$ cat src/rtl/uart_stat_pkg.sv
// Purpose: constants and types shared by the line/modem status block
// Assumes: apb with 32-bit data, one aligned word per register
// Notes:   all register offsets are byte addresses
package uart_stat_pkg;
    // ----------------------------------------
    // register map (byte addresses)
    // ----------------------------------------
    localparam logic [7:0] ADDR_DATA    = 8'h00;
    localparam logic [7:0] ADDR_IENABLE = 8'h04;
    localparam logic [7:0] ADDR_FIFOCTL = 8'h08;
    localparam logic [7:0] ADDR_MODEM_C = 8'h10;
    localparam logic [7:0] ADDR_LINE_ST = 8'h14;
    localparam logic [7:0] ADDR_MODEM_S = 8'h18;
    localparam logic [7:0] ADDR_SCRATCH = 8'h1c;
    localparam logic [7:0] ADDR_FEATURE = 8'h20;
    localparam logic [7:0] ADDR_ENHFUNC = 8'h24;
    // ----------------------------------------
    // field positions and reset values
    // ----------------------------------------
    localparam int          MC_LOOP      = 4;
    localparam int          MC_PRESCALE  = 7;
    localparam int          EF_ENHANCED  = 4;
    localparam int          IE_MODEM     = 3;
    localparam int          FC_SWAP      = 6;
    localparam int          FIFO_EN_BIT  = 0;
    localparam logic [7:0]  SCRATCH_RST  = 8'hff;
    localparam logic [7:0]  ZERO_RST     = 8'h00;
    localparam logic [1:0]  PRESCALE_DIV = 2'h3;
    // ----------------------------------------
    // fifo geometry
    // ----------------------------------------
    localparam int          FIFO_DEPTH   = 16;
    localparam int          PTR_W        = 4;
    localparam int          CNT_W        = 5;
    localparam logic [4:0]  CNT_FULL     = 5'h10;
    localparam logic [4:0]  CNT_ONE      = 5'h01;
    // ----------------------------------------
    // types
    // ----------------------------------------
    typedef struct packed {
        logic       brk;
        logic       ferr;
        logic       perr;
        logic [7:0] data;
    } rx_char_s;
endpackage

$ cat src/rtl/uart_line_modem_status_regs.sv
// Purpose: line status, modem status, scratch/level swap and prescale select
// Assumes: receiver and transmitter shifters run on mclk_i and hand over chars here
// Notes:   apb slave with one wait state; unmapped addresses answer pslverr
//
// What this block does
// - prescale select divides clock by four
// - data ready while receive store holds data
// - overrun flags, full fifo keeps its data
// - parity error follows character at head
// - framing error follows character at head
// - one break character per break condition
// - holding-empty follows transmit store emptiness
// - idle when store and shifter empty
// - fifo error while any entry errs
// - modem deltas set on change, interrupt
// - ring delta only at ringing end
// - loopback status mirrors modem control bits
// - scratch store resets to all ones
// - swap routes writes and level reads
// - mode bits pick receive, transmit, alternate
// - alternate mode starts with receive count
// - four-bit code selects hysteresis count
// - level readout follows count select
// - loopback enable routes control to status
`timescale 1ns/1ps
module uart_line_modem_status_regs (
    // clock and reset
    input  wire logic                    mclk_i,
    input  wire logic                    reset_i,
    // apb slave
    input  wire logic                    psel_i,
    input  wire logic                    penable_i,
    input  wire logic                    pwrite_i,
    input  wire logic [7:0]              paddr_i,
    input  wire logic [31:0]             pwdata_i,
    output logic                         pready_o,
    output logic [31:0]                  prdata_o,
    output logic                         pslverr_o,
    // receive shifter
    input  wire logic                    rx_done_i,
    input  wire uart_stat_pkg::rx_char_s rx_char_i,
    // transmit shifter
    input  wire logic                    tx_take_i,
    input  wire logic                    tx_shift_busy_i,
    output logic                         tx_avail_o,
    output logic [7:0]                   tx_data_o,
    // baud generator and flow control
    output logic                         baud_tick_o,
    output logic [5:0]                   hysteresis_o,
    output logic                         modem_irq_o
);
    // ----------------------------------------
    // registers and apb decode
    // ----------------------------------------
    logic [7:0] ienable_r, fifoctl_r, modem_ctl_r, feature_r, enhfunc_r;
    logic [7:0] scratch_r, emode_r;
    logic       pready_r, pslverr_r;
    logic [31:0] prdata_r;
    logic       fire, wr, rd, mapped;
    logic [7:0] rdmux;
    logic       fifo_en, swap;

    assign fire    = psel_i && penable_i && pready_r;
    assign wr      = fire && pwrite_i && mapped;
    assign rd      = fire && !pwrite_i && mapped;
    assign fifo_en = fifoctl_r[uart_stat_pkg::FIFO_EN_BIT];
    assign swap    = feature_r[uart_stat_pkg::FC_SWAP];

    always_comb begin
        case (paddr_i)
            uart_stat_pkg::ADDR_DATA, uart_stat_pkg::ADDR_IENABLE,
            uart_stat_pkg::ADDR_FIFOCTL, uart_stat_pkg::ADDR_MODEM_C,
            uart_stat_pkg::ADDR_LINE_ST, uart_stat_pkg::ADDR_MODEM_S,
            uart_stat_pkg::ADDR_SCRATCH, uart_stat_pkg::ADDR_FEATURE,
            uart_stat_pkg::ADDR_ENHFUNC: mapped = 1'b1;
            default:                     mapped = 1'b0;
        endcase
    end

    // one wait state: data is captured while pready is low
    always_ff @(posedge mclk_i) begin
        if (reset_i) begin
            pready_r  <= 1'b0;
            prdata_r  <= 32'h0000_0000;
            pslverr_r <= 1'b0;
        end else begin
            pready_r  <= psel_i && penable_i && !pready_r;
            if (psel_i && penable_i && !pready_r) begin
                prdata_r  <= pwrite_i ? 32'h0000_0000 : {24'h00_0000, rdmux};
                pslverr_r <= !mapped;
            end
        end
    end

    always_ff @(posedge mclk_i) begin
        if (reset_i) begin
            ienable_r   <= uart_stat_pkg::ZERO_RST;
            fifoctl_r   <= uart_stat_pkg::ZERO_RST;
            modem_ctl_r <= uart_stat_pkg::ZERO_RST;
            feature_r   <= uart_stat_pkg::ZERO_RST;
            enhfunc_r   <= uart_stat_pkg::ZERO_RST;
        end else if (wr) begin
            case (paddr_i)
                uart_stat_pkg::ADDR_IENABLE: ienable_r <= pwdata_i[7:0];
                uart_stat_pkg::ADDR_FIFOCTL: fifoctl_r <= pwdata_i[7:0];
                uart_stat_pkg::ADDR_FEATURE: feature_r <= pwdata_i[7:0];
                uart_stat_pkg::ADDR_ENHFUNC: enhfunc_r <= pwdata_i[7:0];
                uart_stat_pkg::ADDR_MODEM_C: begin
                    modem_ctl_r[6:0] <= pwdata_i[6:0];
                    // prescale bit is locked unless enhanced functions are on
                    if (enhfunc_r[uart_stat_pkg::EF_ENHANCED]) begin
                        modem_ctl_r[7] <= pwdata_i[7];
                    end
                end
                default: ;
            endcase
        end
    end

    // ----------------------------------------
    // scratch store, mode select, alternate toggle
    // ----------------------------------------
    logic alt_tx_r;
    logic scr_wr, scr_rd;
    assign scr_wr = wr && paddr_i == uart_stat_pkg::ADDR_SCRATCH;
    assign scr_rd = rd && paddr_i == uart_stat_pkg::ADDR_SCRATCH;

    always_ff @(posedge mclk_i) begin
        if (reset_i) begin
            scratch_r <= uart_stat_pkg::SCRATCH_RST;
            emode_r   <= uart_stat_pkg::ZERO_RST;
            alt_tx_r  <= 1'b0;
        end else if (scr_wr) begin
            if (swap) begin
                emode_r  <= pwdata_i[7:0];
                alt_tx_r <= 1'b0;
            end else begin
                scratch_r <= pwdata_i[7:0];
            end
        end else if (scr_rd && swap && emode_r[1:0] == 2'h3) begin
            alt_tx_r <= !alt_tx_r;
        end
    end

    // ----------------------------------------
    // receive fifo with per-entry tags
    // ----------------------------------------
    uart_stat_pkg::rx_char_s rx_mem [uart_stat_pkg::FIFO_DEPTH];
    logic [uart_stat_pkg::PTR_W-1:0] rx_wp_r, rx_rp_r;
    logic [uart_stat_pkg::CNT_W-1:0] rx_cnt_r, rx_cap;
    logic rx_full, rx_pop, rx_push, brk_seen_r, overrun_r;
    uart_stat_pkg::rx_char_s rx_head;

    assign rx_cap  = fifo_en ? uart_stat_pkg::CNT_FULL : uart_stat_pkg::CNT_ONE;
    assign rx_full = rx_cnt_r >= rx_cap;
    assign rx_head = rx_mem[rx_rp_r];
    assign rx_pop  = rd && paddr_i == uart_stat_pkg::ADDR_DATA && rx_cnt_r != '0;
    // a break char is stored only once until a normal char arrives
    assign rx_push = rx_done_i && !rx_full && !(rx_char_i.brk && brk_seen_r);

    always_ff @(posedge mclk_i) begin
        if (rx_push) begin
            rx_mem[rx_wp_r] <= rx_char_i;
        end
    end

    always_ff @(posedge mclk_i) begin
        if (reset_i) begin
            rx_wp_r  <= '0;
            rx_rp_r  <= '0;
            rx_cnt_r <= '0;
        end else begin
            if (rx_push) begin
                rx_wp_r <= rx_wp_r + 1'b1;
            end
            if (rx_pop) begin
                rx_rp_r <= rx_rp_r + 1'b1;
            end
            rx_cnt_r <= rx_cnt_r + (rx_push ? 5'h01 : 5'h00) - (rx_pop ? 5'h01 : 5'h00);
        end
    end

    always_ff @(posedge mclk_i) begin
        if (reset_i) begin
            brk_seen_r <= 1'b0;
        end else if (rx_done_i) begin
            brk_seen_r <= rx_char_i.brk;
        end
    end

    // set wins over the clear by a status read
    always_ff @(posedge mclk_i) begin
        if (reset_i) begin
            overrun_r <= 1'b0;
        end else if (rx_done_i && rx_full) begin
            overrun_r <= 1'b1;
        end else if (rd && paddr_i == uart_stat_pkg::ADDR_LINE_ST) begin
            overrun_r <= 1'b0;
        end
    end

    logic fifo_err;
    always_comb begin
        logic [uart_stat_pkg::PTR_W-1:0] idx;
        idx      = '0;
        fifo_err = 1'b0;
        for (int i = 0; i < uart_stat_pkg::FIFO_DEPTH; i++) begin
            idx = rx_rp_r + i[uart_stat_pkg::PTR_W-1:0];
            if (i < rx_cnt_r && (rx_mem[idx].brk || rx_mem[idx].ferr || rx_mem[idx].perr)) begin
                fifo_err = 1'b1;
            end
        end
    end

    // ----------------------------------------
    // transmit fifo
    // ----------------------------------------
    logic [7:0] tx_mem [uart_stat_pkg::FIFO_DEPTH];
    logic [uart_stat_pkg::PTR_W-1:0] tx_wp_r, tx_rp_r;
    logic [uart_stat_pkg::CNT_W-1:0] tx_cnt_r, tx_cnt_nxt;
    logic [uart_stat_pkg::PTR_W-1:0] tx_rp_nxt;
    logic tx_push, tx_pop;

    assign tx_push = wr && paddr_i == uart_stat_pkg::ADDR_DATA && tx_cnt_r < rx_cap;
    assign tx_pop  = tx_take_i && tx_avail_o;
    assign tx_cnt_nxt = tx_cnt_r + (tx_push ? 5'h01 : 5'h00) - (tx_pop ? 5'h01 : 5'h00);
    assign tx_rp_nxt  = tx_pop ? tx_rp_r + 1'b1 : tx_rp_r;

    always_ff @(posedge mclk_i) begin
        if (tx_push) begin
            tx_mem[tx_wp_r] <= pwdata_i[7:0];
        end
    end

    always_ff @(posedge mclk_i) begin
        if (reset_i) begin
            tx_wp_r    <= '0;
            tx_rp_r    <= '0;
            tx_cnt_r   <= '0;
            tx_avail_o <= 1'b0;
            tx_data_o  <= 8'h00;
        end else begin
            if (tx_push) begin
                tx_wp_r <= tx_wp_r + 1'b1;
            end
            tx_rp_r    <= tx_rp_nxt;
            tx_cnt_r   <= tx_cnt_nxt;
            tx_avail_o <= tx_cnt_nxt != '0;
            tx_data_o  <= (tx_push && tx_cnt_nxt == 5'h01) ? pwdata_i[7:0] : tx_mem[tx_rp_nxt];
        end
    end

    // ----------------------------------------
    // modem status through loopback
    // ----------------------------------------
    logic [3:0] mstat, mstat_prev_r, delta_r, delta_set;
    // outside loopback no modem pins exist, so the levels read zero
    assign mstat = modem_ctl_r[uart_stat_pkg::MC_LOOP] ?
                   {modem_ctl_r[3], modem_ctl_r[2], modem_ctl_r[0], modem_ctl_r[1]}
                   : 4'h0;
    assign delta_set[0] = mstat[0] ^ mstat_prev_r[0];
    assign delta_set[1] = mstat[1] ^ mstat_prev_r[1];
    // status bit is the inverse of the ring pin: pin rising is status falling
    assign delta_set[2] = mstat_prev_r[2] && !mstat[2];
    assign delta_set[3] = mstat[3] ^ mstat_prev_r[3];

    always_ff @(posedge mclk_i) begin
        if (reset_i) begin
            mstat_prev_r <= 4'h0;
            delta_r      <= 4'h0;
        end else begin
            mstat_prev_r <= mstat;
            if (rd && paddr_i == uart_stat_pkg::ADDR_MODEM_S) begin
                delta_r <= delta_set;
            end else begin
                delta_r <= delta_r | delta_set;
            end
        end
    end

    always_ff @(posedge mclk_i) begin
        if (reset_i) begin
            modem_irq_o <= 1'b0;
        end else begin
            modem_irq_o <= ienable_r[uart_stat_pkg::IE_MODEM] && |delta_r;
        end
    end

    // ----------------------------------------
    // read mux
    // ----------------------------------------
    logic [7:0] line_st, level_rd;
    logic       head_ok;
    assign head_ok = rx_cnt_r != '0;
    assign line_st = {fifo_err,
                      tx_cnt_r == '0 && !tx_shift_busy_i,
                      tx_cnt_r == '0,
                      head_ok && rx_head.brk,
                      head_ok && rx_head.ferr,
                      head_ok && rx_head.perr,
                      overrun_r,
                      head_ok};
    assign level_rd = (!emode_r[0] || (emode_r[1] && !alt_tx_r)) ? {3'h0, rx_cnt_r}
                                                                 : {3'h0, tx_cnt_r};

    always_comb begin
        case (paddr_i)
            uart_stat_pkg::ADDR_DATA:    rdmux = head_ok ? rx_head.data : 8'h00;
            uart_stat_pkg::ADDR_IENABLE: rdmux = ienable_r;
            uart_stat_pkg::ADDR_FIFOCTL: rdmux = fifoctl_r;
            uart_stat_pkg::ADDR_MODEM_C: rdmux = modem_ctl_r;
            uart_stat_pkg::ADDR_LINE_ST: rdmux = line_st;
            uart_stat_pkg::ADDR_MODEM_S: rdmux = {mstat, delta_r};
            uart_stat_pkg::ADDR_SCRATCH: rdmux = swap ? level_rd : scratch_r;
            uart_stat_pkg::ADDR_FEATURE: rdmux = feature_r;
            uart_stat_pkg::ADDR_ENHFUNC: rdmux = enhfunc_r;
            default:                     rdmux = 8'h00;
        endcase
    end

    // ----------------------------------------
    // prescaler and hysteresis
    // ----------------------------------------
    logic [1:0] pre_cnt_r;
    always_ff @(posedge mclk_i) begin
        if (reset_i) begin
            pre_cnt_r   <= 2'h0;
            baud_tick_o <= 1'b0;
        end else if (modem_ctl_r[uart_stat_pkg::MC_PRESCALE]) begin
            pre_cnt_r   <= pre_cnt_r + 2'h1;
            baud_tick_o <= pre_cnt_r == uart_stat_pkg::PRESCALE_DIV;
        end else begin
            pre_cnt_r   <= 2'h0;
            baud_tick_o <= 1'b1;
        end
    end

    function automatic logic [5:0] hyst(input logic [3:0] code);
        case (code)
            4'h0: hyst = 6'h00;  4'h1: hyst = 6'h04;  4'h2: hyst = 6'h06;  4'h3: hyst = 6'h08;
            4'h4: hyst = 6'h08;  4'h5: hyst = 6'h10;  4'h6: hyst = 6'h18;  4'h7: hyst = 6'h20;
            4'h8: hyst = 6'h28;  4'h9: hyst = 6'h2c;  4'ha: hyst = 6'h30;  4'hb: hyst = 6'h34;
            4'hc: hyst = 6'h0c;  4'hd: hyst = 6'h14;  4'he: hyst = 6'h1c;  default: hyst = 6'h24;
        endcase
    endfunction

    // reserved mode bits 3:2 are ignored; software keeps them zero
    always_ff @(posedge mclk_i) begin
        if (reset_i) begin
            hysteresis_o <= 6'h00;
        end else begin
            hysteresis_o <= hyst({emode_r[5:4], feature_r[1:0]});
        end
    end

    assign pready_o  = pready_r;
    assign prdata_o  = prdata_r;
    assign pslverr_o = pslverr_r;
endmodule

$ cat config.mk
export PLATFORM = sky130hd
export DESIGN_NAME = uart_line_modem_status_regs
export DESIGN_NICKNAME = d
export VERILOG_FILES = /design/src/rtl/uart_stat_pkg.sv /design/src/rtl/uart_line_modem_status_regs.sv
export SDC_FILE = /design/constraint.sdc
export NUM_CORES = 1
export LEC_CHECK = 0
export BUFFER_PORTS_ARGS = -buffer_cell sky130_fd_sc_hd__buf_4
export CAP_MARGIN = 30
export CORE_MARGIN = 2
export CORE_UTILIZATION = 50
export CTS_CLUSTER_DIAMETER = 120
export CTS_CLUSTER_SIZE = 14
export DETAILED_ROUTE_END_ITERATION = 16
export PLACE_DENSITY = 0.78
export SLEW_MARGIN = 10
export SYNTH_ARGS = -nofsm -noshare
export SYNTH_HDL_FRONTEND = slang
export SYNTH_SLANG_ARGS = --single-unit
$ cat constraint.sdc
create_clock -name mclk_i -period 4.5 [get_ports mclk_i]
set_input_delay 0.45 -clock mclk_i [delete_from_list [all_inputs] [get_ports mclk_i]]
set_output_delay 0.45 -clock mclk_i [all_outputs]
set_load 0.02 [all_outputs]
==> flow_summary.json <==
{
  "status": "completed",
  "hold_viol": 0,
  "finalNetCount": 1489,
  "powerDensity_nw_per_um2": 413.8,
  "post_cts_buffers": 0,
  "yosysUniqueCellTypes": 79,
  "overflow": 0,
  "power.leakage_nw": 7.113,
  "first_pass_iters": 5,
  "ys_ff_latch": 425,
  "num_rows": 71,
  "h-tree-depth": 2,
  "required_ps": 4900,
  "setup_viol": 0,
  "min_to": "brk_seen_r",
  "clock_path_buffers": 3,
  "synthCells": 1320,
  "antenna_cells": 0,
  "reg2reg_depth": 18,
  "synth_area_sq_um": 19080,
  "numClockSinks": 425,
  "vias": 11527,
  "synthTopCellsByArea": "edfxtp_1 48%, dfxtp_1 13%, mux4_2 12%",
  "multi_input_area_sq_um": 7029,
  "crit_fanout": 8,
  "ir_drop_mv": 0.3590,
  "maxSlewViolCount": 0,
  "place.gp.congestion": 0.9402,
  "numPortBuffers": 60,
  "cts_buffers": 36,
  "ant_nets": 0,
  "dp_cells": 1857,
  "grt_pass1_vias": 11111,
  "track_usage": 0.2213,
  "wire_per_inst_um": 22.31,
  "max-slew-margin-rel": 0.3715,
  "min_period_over_period": 0.8725,
  "synth.avg_cell_area_sq_um": 14.46,
  "drc_errors": 0,
  "rr_endpoint": "tx_data_o[6]",
  "hold_path.class": "input pin to flip-flop",
  "worstPathArrival_ps": 4320,
  "final_area_sq_um": 21210,
  "ys.warnings.count": 0,
  "stdcell_count": 1923,
  "setup_ws_ps": 573.6,
  "synth_most_common_cell": "edfxtp_1",
  "dieWidth_um": 199.4,
  "die_y_um": 199.4,
  "drt_first_iter_violations": 1095,
  "startpoint_type": "flip-flop",
  "critPathMaxStageDelay_ps": 460,
  "syn_to_final_growth_pct": 11.15,
  "drive_above_1_share": 0.1870,
  "synthArstFlopShare": 0,
  "antenna_found_initial": 0,
  "worstSetupEndpointType": "flip-flop",
  "min_path_cells": 3,
  "postRouteWirelength_um": 42910,
  "clk_latency_ps": 560,
  "synth_top_area_frac": 0.4784,
  "die_area_sq_um": 39740,
  "place_area_sq_um": 20130,
  "maxCapViolCount": 0,
  "hpwlAfterDp_um": 28450,
  "hp-start": "rx_done_i",
  "core_area_sq_um": 37670,
  "fillers": 2887,
  "postCtsResizedCells": 0,
  "clk_pin_slew_ps": 70,
  "cts_tree": "built",
  "tns_ps": 0,
  "synth_edf_count": 304,
  "synthTopCellsByCount": "304 x edfxtp_1, 134 x nor2_1, 121 x dfxtp_1",
  "grt_max_degree": 68,
  "pre_cts_slack_ps": 287.3,
  "cp_common_cell": "inv_1",
  "grt_pass1_wl_um": 65960,
  "ys.flop_type": "edfxtp_1",
  "yosys.area.top_type": "edfxtp_1",
  "ff2ff_setup_slack_ps": 570,
  "seq_area_sq_um": 11550,
  "yosysSeqAreaShare": 0.6053,
  "rsz0062_at_grt": "no",
  "crit_chain": "inv_1 > ha_1 > o21ai_0 > nand3_1 > a2111oi_4 > inv_1 > ha_1 > inv_1 > ha_1 > inv_1 > fa_1 > o21bai_1 > a21oi_1 > xnor2_1 > nor3_1 > nand3_4 > mux2i_1 > nor2_1",
  "fin_crit_ps": 3926,
  "skew_ps": 25.56,
  "slowest_stage": "dfxtp_1",
  "worstSetupPathType": "flip-flop to flip-flop",
  "tightest_slew_ps": 937.7,
  "ctsHoldBuffers": 0,
  "vias_per_cell": 5.994,
  "cts-root-buf": "clkbuf_16",
  "max_freq_mhz": 254.7,
  "start_util": 0.5066,
  "r2r_start": "tx_cnt_r[1]",
  "pin_count": 110
}
[worst max-delay path by stage]
stage | startpoint | endpoint | cells after the start
floorplan | paddr_i[1] | tx_data_o[0] | 16
global placement | paddr_i[1] | tx_data_o[1] | 17
detailed placement | paddr_i[1] | tx_data_o[3] | 17
CTS | tx_cnt_r[1] | tx_data_o[6] | 18
global route | tx_cnt_r[1] | tx_data_o[6] | 18
finish | tx_cnt_r[1] | tx_data_o[6] | 18
[cells by family (layout without fill, tap and decap cells)]
kind of cell             after synthesis  in the layout  share of synthesized area
AND/OR/NAND/NOR                      335            335                    0.08740
AO/OA/AOI/OAI                        162            162                    0.06131
XOR/XNOR                              29             29                    0.01410
adder cells (fa/ha/maj)               44             44                    0.02964
multiplexers                         191            191                     0.1687
flip-flops                           425            425                     0.6053
other                                  1             25                  0.0001965
buffers and inverters                133            201                    0.03331
[registers in the layout, indices dropped and copies added (netlist names), 5 cells and up, named ones only]
register,cells
ienable_r,8
fifoctl_r,8
prdata_o,8
rx_mem,176
hysteresis_o,5
rx_cnt_r,5
scratch_r,8
tx_mem,128
tx_data_o,8
enhfunc_r,8
feature_r,8
modem_ctl_r,8
tx_cnt_r,5
[metal layers]
| layer | up-vias | GRT usage | wire [um] |
|---|---|---|---|
| met3 | 66 | 0.04371 | 3490 |
| li1 | 5172 | - | - |
| met4 | 0 | 0.07353 | 1206 |
| met5 | - | 0 | 0 |
| met1 | 5797 | 0.3129 | 17950 |
| met2 | 492 | 0.3459 | 20260 |
[through the flow]
stage	total power [W]	hold WS [ps]	util
floorplan	0.005486	404.9	-
global placement	0.005894	412.9	0.5339
detailed placement	0.005928	424.4	0.5343
CTS	0.008841	157.2	0.5627
global route	0.009119	177.4	0.5631
finish	0.008775	172.1	0.5631
[report_power, final]
part | internal [W] | switching, W
logic | 0.000643 | 0.000795
clock network | 0.00158 | 0.00135
registers | 0.00431 | 0.0000903
total | 0.00654 | 0.00224
[final cells by class]
class | count | area share
timing repair buffer | 101 | 0.03693
multi-input combinational | 786 | 0.3314
sequential | 425 | 0.5447
tap | 511 | 0.03015
clock inverter | 2 | 0.001298
clock buffer | 62 | 0.04908
inverter | 36 | 0.006371
[worst max-delay path: cells and delay by family, from the launching register on]
kind	cells	cell delay [ps]
fa+ha+maj	4	1050
simple gates	4	830
compound gates	4	710
flops	1	460
buf+inv	4	320
mux	1	230
xor+xnor	1	140
[cell usage in the layout, fill, tap and decap left out, types with 34 or more instances in the layout]
cell,synthesis,layout
a21oi_1,47,47
buf_4,26,99
clkbuf_16,0,38
dfxtp_1,121,119
edfxtp_1,304,304
ha_1,42,42
inv_1,34,34
mux2i_1,85,84
mux4_2,99,99
nand2_1,57,57
nor2_1,134,134
No activity file was read; power rests on OpenSTA's default activity.
